[src/hw/pme_wake_pkg.sv]
/*
 * Constants shared by the wake-event block: register indices, byte
 * addresses, reset values and field positions.
 * Assumes a 32-bit APB with word-aligned registers.
 */
package pme_wake_pkg;

  localparam int ADDR_W = 8;
  localparam int DATA_W = 32;
  localparam int REG_W  = 8;
  localparam int SYNC_W = 2;

  typedef logic [REG_W-1:0]  reg8_t;
  typedef logic [ADDR_W-1:0] addr_t;

  // Register indices; byte address is four times the index
  localparam addr_t IDX_EVT_STS  = 8'h09;
  localparam addr_t IDX_WAKE_EN  = 8'h0a;
  localparam addr_t IDX_WAKE_STS = 8'h10;
  localparam addr_t IDX_GLB_CTRL = 8'h11;
  localparam addr_t IDX_IRQ_MASK = 8'h12;

  // Reset values (standby-power reset)
  localparam reg8_t EVT_STS_RST  = 8'h01;
  localparam reg8_t WAKE_EN_RST  = 8'h00;
  localparam reg8_t WAKE_STS_RST = 8'h00;
  localparam reg8_t GLB_CTRL_RST = 8'h00;
  localparam reg8_t IRQ_MASK_RST = 8'h00;

  // Field positions
  localparam int BIT_PARALLEL = 0;
  localparam int BIT_GLB_EN   = 0;

  function automatic addr_t byte_addr(input addr_t idx);
    byte_addr = addr_t'(idx << 2);
  endfunction : byte_addr

endpackage : pme_wake_pkg

[src/hw/reg_access_if.sv]
/*
 * Carrier between the APB slave and the register core.
 * Assumes both ends run on the same clock.
 */
`timescale 1ns/1ps
interface reg_access_if;
  import pme_wake_pkg::*;
  logic  wr_en;   // One-cycle write strobe
  addr_t idx;     // Register index
  reg8_t wdata;   // Write data, low byte
  reg8_t rdata;   // Read data for idx
  logic  hit;     // idx is mapped

  modport bus_side  (output wr_en, idx, wdata, input rdata, hit);
  modport core_side (input wr_en, idx, wdata, output rdata, hit);
endinterface : reg_access_if

[src/hw/apb_reg_slave.sv]
/*
 * APB slave: one wait-free access phase, read data captured in the
 * setup cycle, unmapped addresses answered with pslverr.
 * Assumes a master that follows APB setup/access sequencing.
 */
`timescale 1ns/1ps
module apb_reg_slave (
  input  wire logic                      mclk_i,    // Clock
  input  wire logic                      sys_rst_i, // Async reset
  input  wire logic                      psel_i,    // Select
  input  wire logic                      penable_i, // Access phase
  input  wire logic                      pwrite_i,  // Write
  input  wire pme_wake_pkg::addr_t       paddr_i,   // Byte address
  input  wire logic [pme_wake_pkg::DATA_W-1:0] pwdata_i, // Write data
  output logic [pme_wake_pkg::DATA_W-1:0] prdata_o, // Read data
  output logic                           pready_o,  // Ready
  output logic                           pslverr_o, // Error
  reg_access_if.bus_side                 regs       // Register core
);
  import pme_wake_pkg::*;

  logic  setup;
  logic  aligned;

  assign setup      = psel_i & ~penable_i;
  assign aligned    = (paddr_i[1:0] == 2'h0);
  assign regs.idx   = addr_t'(paddr_i >> 2);
  assign regs.wdata = pwdata_i[REG_W-1:0];
  assign regs.wr_en = psel_i & penable_i & pwrite_i & pready_o
                      & ~pslverr_o;

  ////////////////////////////////////////////////////////////////////
  always_ff @(posedge mclk_i or posedge sys_rst_i) begin
    if (sys_rst_i) begin
      pready_o  <= 1'b0;
      pslverr_o <= 1'b0;
    end else begin
      pready_o  <= setup;
      pslverr_o <= setup & ~(aligned & regs.hit);
    end
  end

  always_ff @(posedge mclk_i or posedge sys_rst_i) begin
    if (sys_rst_i) begin
      prdata_o <= '0;
    end else if (setup) begin
      prdata_o <= (!pwrite_i && aligned && regs.hit)
                  ? {{(DATA_W-REG_W){1'b0}}, regs.rdata} : '0;
    end
  end

endmodule : apb_reg_slave

[src/hw/sticky_capture.sv]
/*
 * Sticky event bits: a high set input latches the bit, a write of one
 * clears it, and a set in the same cycle wins over the clear.
 * Assumes set inputs are already in the clock domain.
 */
`timescale 1ns/1ps
module sticky_capture #(
  parameter int               WIDTH = 8,
  parameter logic [WIDTH-1:0] RST   = '0
) (
  input  wire logic             mclk_i,    // Clock
  input  wire logic             sys_rst_i, // Async reset
  input  wire logic [WIDTH-1:0] set_i,     // Event levels
  input  wire logic [WIDTH-1:0] clr_i,     // Write-one-to-clear mask
  output logic      [WIDTH-1:0] sts_o      // Sticky status
);

  always_ff @(posedge mclk_i or posedge sys_rst_i) begin
    if (sys_rst_i) begin
      sts_o <= RST;
    end else begin
      sts_o <= (sts_o & ~clr_i) | set_i;
    end
  end

endmodule : sticky_capture

[src/hw/pme_wake_status_enable.sv]
/*
 * Wake and interrupt-event status/enable block with APB registers,
 * sticky event capture and the active-low wake output.
 * Assumes sys_rst_i is the standby-power reset; main-supply, hard and
 * soft resets arrive as pins and only force the parallel status bit.
 */
// Function
// Event status bits record events regardless of any enable bit.
// An asserted event holds its status bit at one until cleared.
// Parallel status bit reads one while the parallel port is inactive.
// With the port active, the parallel bit tracks the acknowledge pin.
// Bits 1-7: serial 2, serial 1, floppy, mouse, keys, watchdog, two-wire.
// Status bits above zero survive main, soft and hard resets.
// Writing one clears a status bit; writing zero leaves it alone.
// Status resets to 01 on standby reset; bit zero set by other resets.
// Wake output low when enable, status and global enable are all one.
// A disabled source still records status but never drives wake.
// Enables: port bit a, port bit b, ring 1, keys, mouse, key, fan, ring 2.
// Enable register clears on standby reset, survives other resets.
`timescale 1ns/1ps
module pme_wake_status_enable (
  input  wire logic                mclk_i,      // 100 MHz clock
  input  wire logic                sys_rst_i,   // Standby-power reset
  // APB
  input  wire logic                psel_i,      // Select
  input  wire logic                penable_i,   // Access phase
  input  wire logic                pwrite_i,    // Write
  input  wire pme_wake_pkg::addr_t paddr_i,     // Byte address
  input  wire logic [31:0]         pwdata_i,    // Write data
  output logic [31:0]              prdata_o,    // Read data
  output logic                     pready_o,    // Ready
  output logic                     pslverr_o,   // Error
  // Reset pins that only force the parallel status bit
  input  wire logic                main_por_i,  // Main-supply POR
  input  wire logic                hard_rst_i,  // Hard reset
  input  wire logic                soft_rst_i,  // Soft reset
  // Interrupt-event sources (same clock domain)
  input  wire logic                parallel_active_i,    // Port activated
  input  wire logic                ack_n_i,              // Printer ack pin
  input  wire logic                serial_two_irq_event_i, // Serial 2
  input  wire logic                serial_one_irq_event_i, // Serial 1
  input  wire logic                floppy_irq_event_i,   // Floppy
  input  wire logic                pointer_irq_event_i,  // Mouse
  input  wire logic                keys_irq_event_i,     // Keyboard
  input  wire logic                watchdog_event_i,     // Watchdog
  input  wire logic                two_wire_event_i,     // SMBus
  // Wake source pins
  input  wire logic                kbc_port_bit_a_i,     // Port bit a
  input  wire logic                kbc_port_bit_b_i,     // Port bit b
  input  wire logic                ring_indicator_one_n_i, // Ring one
  input  wire logic                keys_wake_i,          // Keyboard
  input  wire logic                pointer_wake_i,       // Mouse
  input  wire logic                specific_key_wake_i,  // Specific key
  input  wire logic                tachometer_wake_i,    // Tachometer_wake
  input  wire logic                ring_indicator_two_n_i, // Ring two
  // Outputs
  output logic                     wake_out_n_o, // Wake, active low
  output logic                     irq_o         // Event interrupt
);
  import pme_wake_pkg::*;

  localparam int NPIN = 12;
  // Acknowledge pin idles high: no false low on bit zero after reset
  localparam logic [NPIN-1:0] SYNC_RST = 12'h100;

  reg_access_if regs ();

  logic [NPIN-1:0] sync1_r;
  logic [NPIN-1:0] sync2_r;
  logic [NPIN-1:0] pins;
  reg8_t           wake_pins;
  logic            ack_n_s;
  logic            any_rst_s;
  reg8_t           wr_mask;
  logic            wr_evt;
  logic            wr_wake_sts;
  reg8_t           evt_sts;
  reg8_t           evt_set;
  logic [7:1]      evt_hi;
  logic [7:1]      evt_hold;
  logic            parallel_r;
  reg8_t           wake_sts;
  reg8_t           wake_en_r;
  reg8_t           glb_ctrl_r;
  reg8_t           irq_mask_r;

  ////////////////////////////////////////////////////////////////////
  // Bus slave
  apb_reg_slave u_apb (
    .mclk_i    (mclk_i),
    .sys_rst_i (sys_rst_i),
    .psel_i    (psel_i),
    .penable_i (penable_i),
    .pwrite_i  (pwrite_i),
    .paddr_i   (paddr_i),
    .pwdata_i  (pwdata_i),
    .prdata_o  (prdata_o),
    .pready_o  (pready_o),
    .pslverr_o (pslverr_o),
    .regs      (regs.bus_side)
  );

  ////////////////////////////////////////////////////////////////////
  // Pin synchronisers
  assign pins = {main_por_i, hard_rst_i, soft_rst_i, ack_n_i,
                 ~ring_indicator_two_n_i, tachometer_wake_i,
                 specific_key_wake_i, pointer_wake_i, keys_wake_i,
                 ~ring_indicator_one_n_i, kbc_port_bit_b_i,
                 kbc_port_bit_a_i};

  always_ff @(posedge mclk_i or posedge sys_rst_i) begin
    if (sys_rst_i) begin
      sync1_r <= SYNC_RST;
      sync2_r <= SYNC_RST;
    end else begin
      sync1_r <= pins;
      sync2_r <= sync1_r;
    end
  end

  assign wake_pins = sync2_r[7:0];
  assign ack_n_s   = sync2_r[8];
  assign any_rst_s = |sync2_r[11:9];

  ////////////////////////////////////////////////////////////////////
  // Write decode
  assign wr_mask     = regs.wdata;
  assign wr_evt      = regs.wr_en && (regs.idx == IDX_EVT_STS);
  assign wr_wake_sts = regs.wr_en && (regs.idx == IDX_WAKE_STS);

  ////////////////////////////////////////////////////////////////////
  // Interrupt-event status, bits 7..1
  assign evt_hi = {two_wire_event_i, watchdog_event_i,
                   keys_irq_event_i, pointer_irq_event_i,
                   floppy_irq_event_i, serial_one_irq_event_i,
                   serial_two_irq_event_i};

  sticky_capture #(
    .WIDTH (7),
    .RST   (EVT_STS_RST[7:1])
  ) u_evt (
    .mclk_i    (mclk_i),
    .sys_rst_i (sys_rst_i),
    .set_i     (evt_hi),
    .clr_i     (wr_evt ? wr_mask[7:1] : 7'h00),
    .sts_o     (evt_hold)
  );

  // Parallel bit: forced high when inactive or on any lesser reset
  always_ff @(posedge mclk_i or posedge sys_rst_i) begin
    if (sys_rst_i) begin
      parallel_r <= EVT_STS_RST[BIT_PARALLEL];
    end else if (any_rst_s || !parallel_active_i) begin
      parallel_r <= 1'b1;
    end else if (wr_evt && wr_mask[BIT_PARALLEL] && !ack_n_s) begin
      parallel_r <= 1'b0;
    end else begin
      parallel_r <= ack_n_s;
    end
  end

  assign evt_sts = {evt_hold, parallel_r};
  assign evt_set = evt_sts;

  ////////////////////////////////////////////////////////////////////
  // Wake source status
  sticky_capture #(
    .WIDTH (REG_W),
    .RST   (WAKE_STS_RST)
  ) u_wake (
    .mclk_i    (mclk_i),
    .sys_rst_i (sys_rst_i),
    .set_i     (wake_pins),
    .clr_i     (wr_wake_sts ? wr_mask : 8'h00),
    .sts_o     (wake_sts)
  );

  ////////////////////////////////////////////////////////////////////
  // Control registers, cleared only by the standby reset
  always_ff @(posedge mclk_i or posedge sys_rst_i) begin
    if (sys_rst_i) begin
      wake_en_r <= WAKE_EN_RST;
    end else if (regs.wr_en && regs.idx == IDX_WAKE_EN) begin
      wake_en_r <= regs.wdata;
    end
  end

  always_ff @(posedge mclk_i or posedge sys_rst_i) begin
    if (sys_rst_i) begin
      glb_ctrl_r <= GLB_CTRL_RST;
    end else if (regs.wr_en && regs.idx == IDX_GLB_CTRL) begin
      glb_ctrl_r <= regs.wdata & 8'h01;
    end
  end

  always_ff @(posedge mclk_i or posedge sys_rst_i) begin
    if (sys_rst_i) begin
      irq_mask_r <= IRQ_MASK_RST;
    end else if (regs.wr_en && regs.idx == IDX_IRQ_MASK) begin
      irq_mask_r <= regs.wdata;
    end
  end

  ////////////////////////////////////////////////////////////////////
  // Read mux
  always_comb begin
    regs.hit   = 1'b1;
    regs.rdata = '0;
    unique case (regs.idx)
      IDX_EVT_STS:  regs.rdata = evt_set;
      IDX_WAKE_EN:  regs.rdata = wake_en_r;
      IDX_WAKE_STS: regs.rdata = wake_sts;
      IDX_GLB_CTRL: regs.rdata = glb_ctrl_r;
      IDX_IRQ_MASK: regs.rdata = irq_mask_r;
      default:      regs.hit   = 1'b0;
    endcase
  end

  ////////////////////////////////////////////////////////////////////
  // Outputs
  always_ff @(posedge mclk_i or posedge sys_rst_i) begin
    if (sys_rst_i) begin
      wake_out_n_o <= 1'b1;
    end else begin
      wake_out_n_o <= ~(glb_ctrl_r[BIT_GLB_EN]
                        & |(wake_en_r & wake_sts));
    end
  end

  always_ff @(posedge mclk_i or posedge sys_rst_i) begin
    if (sys_rst_i) begin
      irq_o <= 1'b0;
    end else begin
      irq_o <= |(evt_set & irq_mask_r);
    end
  end

endmodule : pme_wake_status_enable

[config.mk]
export PLATFORM = sky130hd
export DESIGN_NAME = pme_wake_status_enable
export DESIGN_NICKNAME = d
export VERILOG_FILES = /design/src/hw/pme_wake_pkg.sv /design/src/hw/reg_access_if.sv /design/src/hw/apb_reg_slave.sv /design/src/hw/sticky_capture.sv /design/src/hw/pme_wake_status_enable.sv
export SDC_FILE = /design/constraint.sdc
export NUM_CORES = 1
export LEC_CHECK = 0
export BUFFER_PORTS_ARGS = -buffer_cell sky130_fd_sc_hd__buf_2
export CAP_MARGIN = 0
export CORE_MARGIN = 1.5
export CORE_UTILIZATION = 30
export DETAILED_ROUTE_END_ITERATION = 6
export RECOVER_POWER = 25
export SYNTH_ARGS = -nofsm -noshare
export SYNTH_HDL_FRONTEND = slang
export SYNTH_SLANG_ARGS = --single-unit
[constraint.sdc]
create_clock -name mclk_i -period 4.5 [get_ports mclk_i]
set_clock_uncertainty 0.2 [all_clocks]
set_input_delay 0.45 -clock mclk_i [delete_from_list [all_inputs] [get_ports mclk_i]]
set_output_delay 0.45 -clock mclk_i [all_outputs]
set_load 0.01 [all_outputs]
Word level (Yosys, flattened, before mapping)
Cells that the tools add are included.
- bits in registers: 93
- output and inout port bits: 36
- equality and inequality tests: 5
- mux-type cells: 7
- bitwise logic cells: 22
- reductions and logical operators: 18
- operators with widths (operator ; count):
    $pmux 8 s5 ; 1
    $and 8x8->8 ; 3
    $eq 6x5->1 const B ; 3
    $mux 8 ; 2
    $reduce_or 8->1 ; 2
    $eq 6x4->1 const B ; 2
    $logic_and 1x1->1 ; 9
    $and 1x1->1 ; 8
    $not 8->8 ; 1
    $or 8x8->8 ; 1
    $and 7x7->7 ; 1
    $mux 7 ; 1
    $not 7->7 ; 1
    $or 7x7->7 ; 1
    $not 1->1 ; 6
    $reduce_or 5->1 ; 1
    $logic_not 1->1 ; 3
    $mux 1 ; 3
    $reduce_or 3->1 ; 1
    $logic_not 2->1 ; 1
    $logic_or 1x1->1 ; 1

Logic depth before layout (Yosys ltp)
- depth after elaboration: 9
- gate-level depth with buffers: 5
- mapped depth without buffers: 4

By module
Synthesis repeated with hierarchy kept, for this count alone.
- cell total of the unflattened synthesis: 274
- area, all modules: 3271.9 um2
- by module, submodules not included (module ; times used ; cells an instance ; area each (um2) ; sequential area each (um2)):
    pme_wake_status_enable ; 1 ; 159 ; 2028.2 ; 1106.1
    apb_reg_slave ; 1 ; 68 ; 691.9 ; 250.2
    sticky_capture (u_wake) ; 1 ; 25 ; 294.0 ; 200.2
    sticky_capture (u_evt) ; 1 ; 22 ; 257.7 ; 175.2

Worst setup path before layout
No wires, ideal clock.
- path type: input port to flip-flop
- start point: input paddr_i[4]
- end point: register u_evt.sts_o[0]
- arrival time: 1.640 ns
- data required time: 4.182 ns
- setup slack: 2.542 ns
- cell stages on the path: 4
- path through: or4b_4 -> nor4_4 -> nand2_1 -> a21o_1
- word-level cells in the longest chain between the ends: 6
- ends and longest elaborated chain (element ; line ; text):
    from (decl) ; pme_wake_status_enable.sv:28 ; input wire pme_wake_pkg::addr_t paddr_i,
    $eq 6x4->1 ; pme_wake_status_enable.sv:128 ; assign wr_evt = regs.wr_en && (regs.idx == IDX_EVT_STS);
    $logic_and 1x1->1 ; pme_wake_status_enable.sv:128 ;
    $mux 7 ; pme_wake_status_enable.sv:145 ; .clr_i (wr_evt ? wr_mask[7:1] : 7'h00),
    $not 7->7 ; sticky_capture.sv:22 ; sts_o <= (sts_o & ~clr_i) | set_i;
    $and 7x7->7 ; sticky_capture.sv:22 ;
    $or 7x7->7 ; sticky_capture.sv:22 ;
    to (signal assigned) ; sticky_capture.sv:22 ;
    to (decl) ; sticky_capture.sv:15 ; output logic [WIDTH-1:0] sts_o
Every way passes these cells.
A chain may end at the register's enable or synchronous reset.

==> impl_metrics.prom <==
# TYPE chip_impl_metric gauge
chip_impl_metric{name="grt_pass1_wl",unit="um"} 10130
chip_impl_metric{name="ctsLongestPathBuffers",unit=""} 2
chip_impl_metric{name="place.port_buffers",unit=""} 52
chip_impl_metric{name="grt.total_usage",unit="%"} 13.21
chip_impl_info{name="worst_r2r_endpoint",value="irq_mask_r[5]"} 1
chip_impl_metric{name="final-setup-viol-count",unit=""} 0
chip_impl_metric{name="wire_per_inst",unit="um"} 13.62
chip_impl_metric{name="dp_worst_setup_slack",unit="ns"} 2.068
chip_impl_metric{name="detail_route.drc_violations",unit=""} 0
chip_impl_metric{name="post_synth_fa_ha_maj_area_fraction",unit="%"} 0
chip_impl_metric{name="global_route.overflow_total",unit=""} 0
chip_impl_metric{name="final_layout_size_suffix_gt1_share",unit="%"} 32.48
chip_impl_metric{name="dpl.hpwl",unit="um"} 4327
chip_impl_info{name="hold_end",value="sync1_r[5]"} 1
chip_impl_metric{name="initial_core_util",unit="%"} 31.31
chip_impl_metric{name="detailedRoute.firstIterationViolations",unit=""} 117
chip_impl_metric{name="final.min_clock_period",unit="ns"} 2.276
chip_impl_metric{name="synth_simple_gate_area_share",unit="%"} 15.60
chip_impl_info{name="run_status",value="completed"} 1
chip_impl_metric{name="number_of_flops_mapped_to_enable_cells_by_yosys",unit=""} 0
chip_impl_metric{name="grt_start_max_net_pins",unit=""} 38
chip_impl_metric{name="power-per-cell-area",unit="mW/mm^2"} 348.6
chip_impl_metric{name="cp_max_fo",unit=""} 37
chip_impl_metric{name="dieArea",unit="mm^2"} 0.01033
chip_impl_metric{name="setup.reg_to_reg.worst_slack",unit="ns"} 2.49
chip_impl_metric{name="worst_slack",unit="ns"} 2.224
chip_impl_metric{name="synth_cell_types",unit=""} 34
chip_impl_metric{name="netlist.area_leader.share",unit="%"} 55.70
chip_impl_metric{name="multiInputGateArea",unit="mm^2"} 0.001060
chip_impl_metric{name="drt_pre_antenna_iters",unit=""} 4
chip_impl_info{name="synthTopCellsByArea",value="dfrtp_1 (56%), mux2_2 (6.6%), buf_4 (6.2%), a21o_1 (3.9%), dfstp_2 (3.6%)"} 1
chip_impl_metric{name="wl_met1",unit="um"} 2952
chip_impl_metric{name="crit_required",unit="ns"} 4.76
chip_impl_metric{name="syn_avg_cell_area",unit="um^2"} 12.22
chip_impl_metric{name="timing.slew.headroom",unit="%"} 20.30
chip_impl_metric{name="vias",unit=""} 1982
chip_impl_metric{name="fin_tns_setup",unit="ns"} 0
chip_impl_metric{name="post_cts_hold_buffer_count",unit=""} 11
chip_impl_metric{name="placement.cell_area",unit="mm^2"} 0.003243
chip_impl_metric{name="final-hold-violation-count",unit=""} 0
chip_impl_metric{name="fp.coreArea",unit="mm^2"} 0.009328
chip_impl_metric{name="worstRegToRegCells",unit=""} 4
chip_impl_info{name="timing.hold.worst.start",value="specific_key_wake_i"} 1
chip_impl_metric{name="route.met3.wl",unit="um"} 386
chip_impl_metric{name="pin_count",unit=""} 101
chip_impl_metric{name="place.gp.congestion",unit=""} 0.8265
chip_impl_info{name="holdCritPathClass",value="in2reg"} 1
chip_impl_info{name="synth_top_area_cell",value="dfrtp_1"} 1
chip_impl_metric{name="initial_antenna_violation_count",unit=""} 0
chip_impl_info{name="combinational_family_with_the_most_area_after_synthesis",value="simple AND/OR/NAND/NOR gates"} 1
chip_impl_metric{name="via_count_of_the_first_global_routing_pass",unit=""} 1977
chip_impl_metric{name="chipWidth",unit="um"} 101.7
chip_impl_metric{name="max_freq",unit="MHz"} 439.4
chip_impl_metric{name="wl",unit="um"} 6032
chip_impl_info{name="rsz0062_at_grt",value="no"} 1
chip_impl_metric{name="synth_sequential_area_ratio",unit="%"} 59.30
chip_impl_info{name="capturing_element_type_of_the_critical_path",value="asynchronous set/reset pin"} 1
chip_impl_metric{name="insertedDiodeCount",unit=""} 0
chip_impl_metric{name="clock_tree.htree_level_count",unit=""} 3
chip_impl_metric{name="flow.area_growth_from_synthesis",unit="%"} 21.77
chip_impl_metric{name="timing.final.max_slew_violations",unit=""} 0
chip_impl_metric{name="syn-cell-area",unit="mm^2"} 0.002920
chip_impl_metric{name="min_path_cells",unit=""} 1
chip_impl_metric{name="fill_cells",unit=""} 938
chip_impl_metric{name="clock_transition_at_the_registers_of_the_reported_paths",unit="ns"} 0.07
chip_impl_metric{name="max-vdd-ir-drop",unit="mV"} 0.1913
chip_impl_metric{name="route.met2.wl",unit="um"} 2602
chip_impl_metric{name="synth-warning-count",unit=""} 0
chip_impl_metric{name="clock_sink_count",unit=""} 69
chip_impl_info{name="synth_flop_cell",value="dfrtp_1"} 1
chip_impl_metric{name="clk-insertion-delay-late",unit="ns"} 0.35
chip_impl_info{name="top_layer",value="met4"} 1
chip_impl_metric{name="route.detailed.vias_per_inst",unit=""} 4.474
chip_impl_metric{name="design_area",unit="mm^2"} 0.003556
chip_impl_metric{name="ys_async_sr_fraction",unit="%"} 100.0
chip_impl_info{name="cts_root_buf",value="clkbuf_8"} 1
chip_impl_metric{name="worstMarginPinSlew",unit="ns"} 1.194
chip_impl_metric{name="sequential_cell_area",unit="mm^2"} 0.001732
chip_impl_info{name="tritoncts",value="yes"} 1
chip_impl_metric{name="post-cts-setup-buffers",unit=""} 0
chip_impl_metric{name="nets_final",unit=""} 374
chip_impl_metric{name="die_height",unit="um"} 101.7
chip_impl_metric{name="cts_buffers",unit=""} 9
chip_impl_metric{name="fin_worst_hold_slack",unit="ns"} 0.01909
chip_impl_metric{name="post_synth_xor_area_fraction",unit="%"} 0
chip_impl_info{name="path_class",value="in2async"} 1
chip_impl_metric{name="number_of_cells_produced_by_synthesis",unit=""} 239
chip_impl_metric{name="ys_seq_elements",unit=""} 69
chip_impl_info{name="critical_path.startpoint_type",value="input pin"} 1
chip_impl_metric{name="cellLeakagePower",unit="nW"} 1.640
chip_impl_metric{name="compound_gate_fraction_of_synth_area",unit="%"} 10.71
chip_impl_metric{name="num_rows",unit=""} 35
chip_impl_metric{name="cts.repair.resized",unit=""} 0
chip_impl_metric{name="period_utilization_post_route",unit="%"} 50.58
chip_impl_metric{name="ant_nets",unit=""} 0
chip_impl_metric{name="post-layout-total-power",unit="mW"} 1.240
chip_impl_metric{name="yosys-mux-area-fraction",unit="%"} 6.898
chip_impl_metric{name="cp.arrival",unit="ns"} 2.54
chip_impl_info{name="regToRegStartpoint",value="u_apb.pready_o"} 1
chip_impl_metric{name="maxCapViolCount",unit=""} 0
[cell usage in the layout (no fill, tap or decap), types with 2 or more instances in the layout]
master	netlist	routed
dfrtp_1	65	65
buf_2	1	50
nand2_1	27	27
conb_1	1	24
mux2_2	17	17
a21o_1	15	15
dlygate4sd3_1	0	11
o21ai_0	10	10
and3_1	10	10
clkbuf_8	0	9
a22oi_1	8	8
nor2_1	6	6
nand3b_1	5	5
and3_2	5	5
a2111oi_0	5	5
inv_1	4	4
nand4_1	4	4
dfstp_2	4	4
nand2b_1	3	3
inv_6	0	3
nor4_1	2	2
or4b_4	2	2
nor4b_1	2	2
o22ai_1	2	2
a221oi_1	2	2
nor4_4	2	2
clkinv_4	0	2
clkbuf_1	4	2
buf_4	24	2
[metrics by stage]
step / util (%) / cells
6_report: 38.12 / 443
3_3_place_gp: 34.77 / 416
3_5_place_dp: 34.77 / 416
4_1_cts: 38.15 / 443
5_1_grt: 38.12 / 443
2_1_floorplan: - / 262
[cells by family (layout without fill, tap and decap cells)]
family	after synthesis	in the layout
buf+inv	33	85
mux	18	18
compound gates	44	44
simple gates	74	74
other cells	1	24
flops	69	69
[registers in the layout (all words and copies together) (netlist names)]
register	count
irq_mask_r	8
parallel_r	1
irq_o	1
wake_en_r	8
u_evt.sts_o	7
sync1_r	12
u_apb.prdata_o	8
glb_ctrl_r	1
u_apb.pslverr_o	1
sync2_r	12
u_wake.sts_o	8
wake_out_n_o	1
u_apb.pready_o	1
[layer usage]
| metal | GRT usage (%) | up-vias |
|---|---|---|
| met5 | 0 | - |
| met4 | 5.449 | 0 |
| met3 | 3.796 | 7 |
| met2 | 19.38 | 80 |
| met1 | 18.31 | 946 |
| li1 | - | 949 |
[cells in the mapped netlist, types with 2 or more instances]
| library cell | number |
|---|---|
| dfrtp_1 | 65 |
| nand2_1 | 27 |
| buf_4 | 24 |
| mux2_2 | 17 |
| a21o_1 | 15 |
| and3_1 | 10 |
| o21ai_0 | 10 |
| a22oi_1 | 8 |
| nor2_1 | 6 |
| a2111oi_0 | 5 |
| and3_2 | 5 |
| nand3b_1 | 5 |
| clkbuf_1 | 4 |
| dfstp_2 | 4 |
| inv_1 | 4 |
| nand4_1 | 4 |
| nand2b_1 | 3 |
| a221oi_1 | 2 |
| nor4_1 | 2 |
| nor4_4 | 2 |
| nor4b_1 | 2 |
| o22ai_1 | 2 |
| or4b_4 | 2 |
[report_power, final]
part / switching [mW] / total [mW] / leakage [nW] / internal (mW)
clock: 0.258 / 0.521 / 0.101 / 0.263
sequential: 0.00557 / 0.641 / 0.818 / 0.635
combinational: 0.0480 / 0.0779 / 0.721 / 0.0299
[how the worst max path moves through the flow]
stage | cells past startpoint | startpoint | to
2_1_floorplan | 1 | sys_rst_i | glb_ctrl_r[0]
4_1_cts | 5 | paddr_i[4] | u_evt.sts_o[4]
5_1_grt | 4 | sys_rst_i | sync2_r[5]
3_5_place_dp | 5 | paddr_i[4] | u_evt.sts_o[4]
3_3_place_gp | 5 | paddr_i[4] | wake_en_r[1]
6_report | 4 | sys_rst_i | u_evt.sts_o[4]
[worst max-delay path: stages]
cell,delay (ns)
dlygate4sd3_1,0.53
buf_2,0.12
inv_1,0.85
buf_4,0.56
[layout make-up]
type                    instances  share of cell area, %
clock inverters                 7                  2.287
flip-flops and latches         69                  48.70
repair buffers                 65                  10.77
multi-input cells             160                  29.80
well taps                     129                  4.539
clock buffers                   9                  3.483
inverters                       4                 0.4222
(Power assumes the default switching activity.)
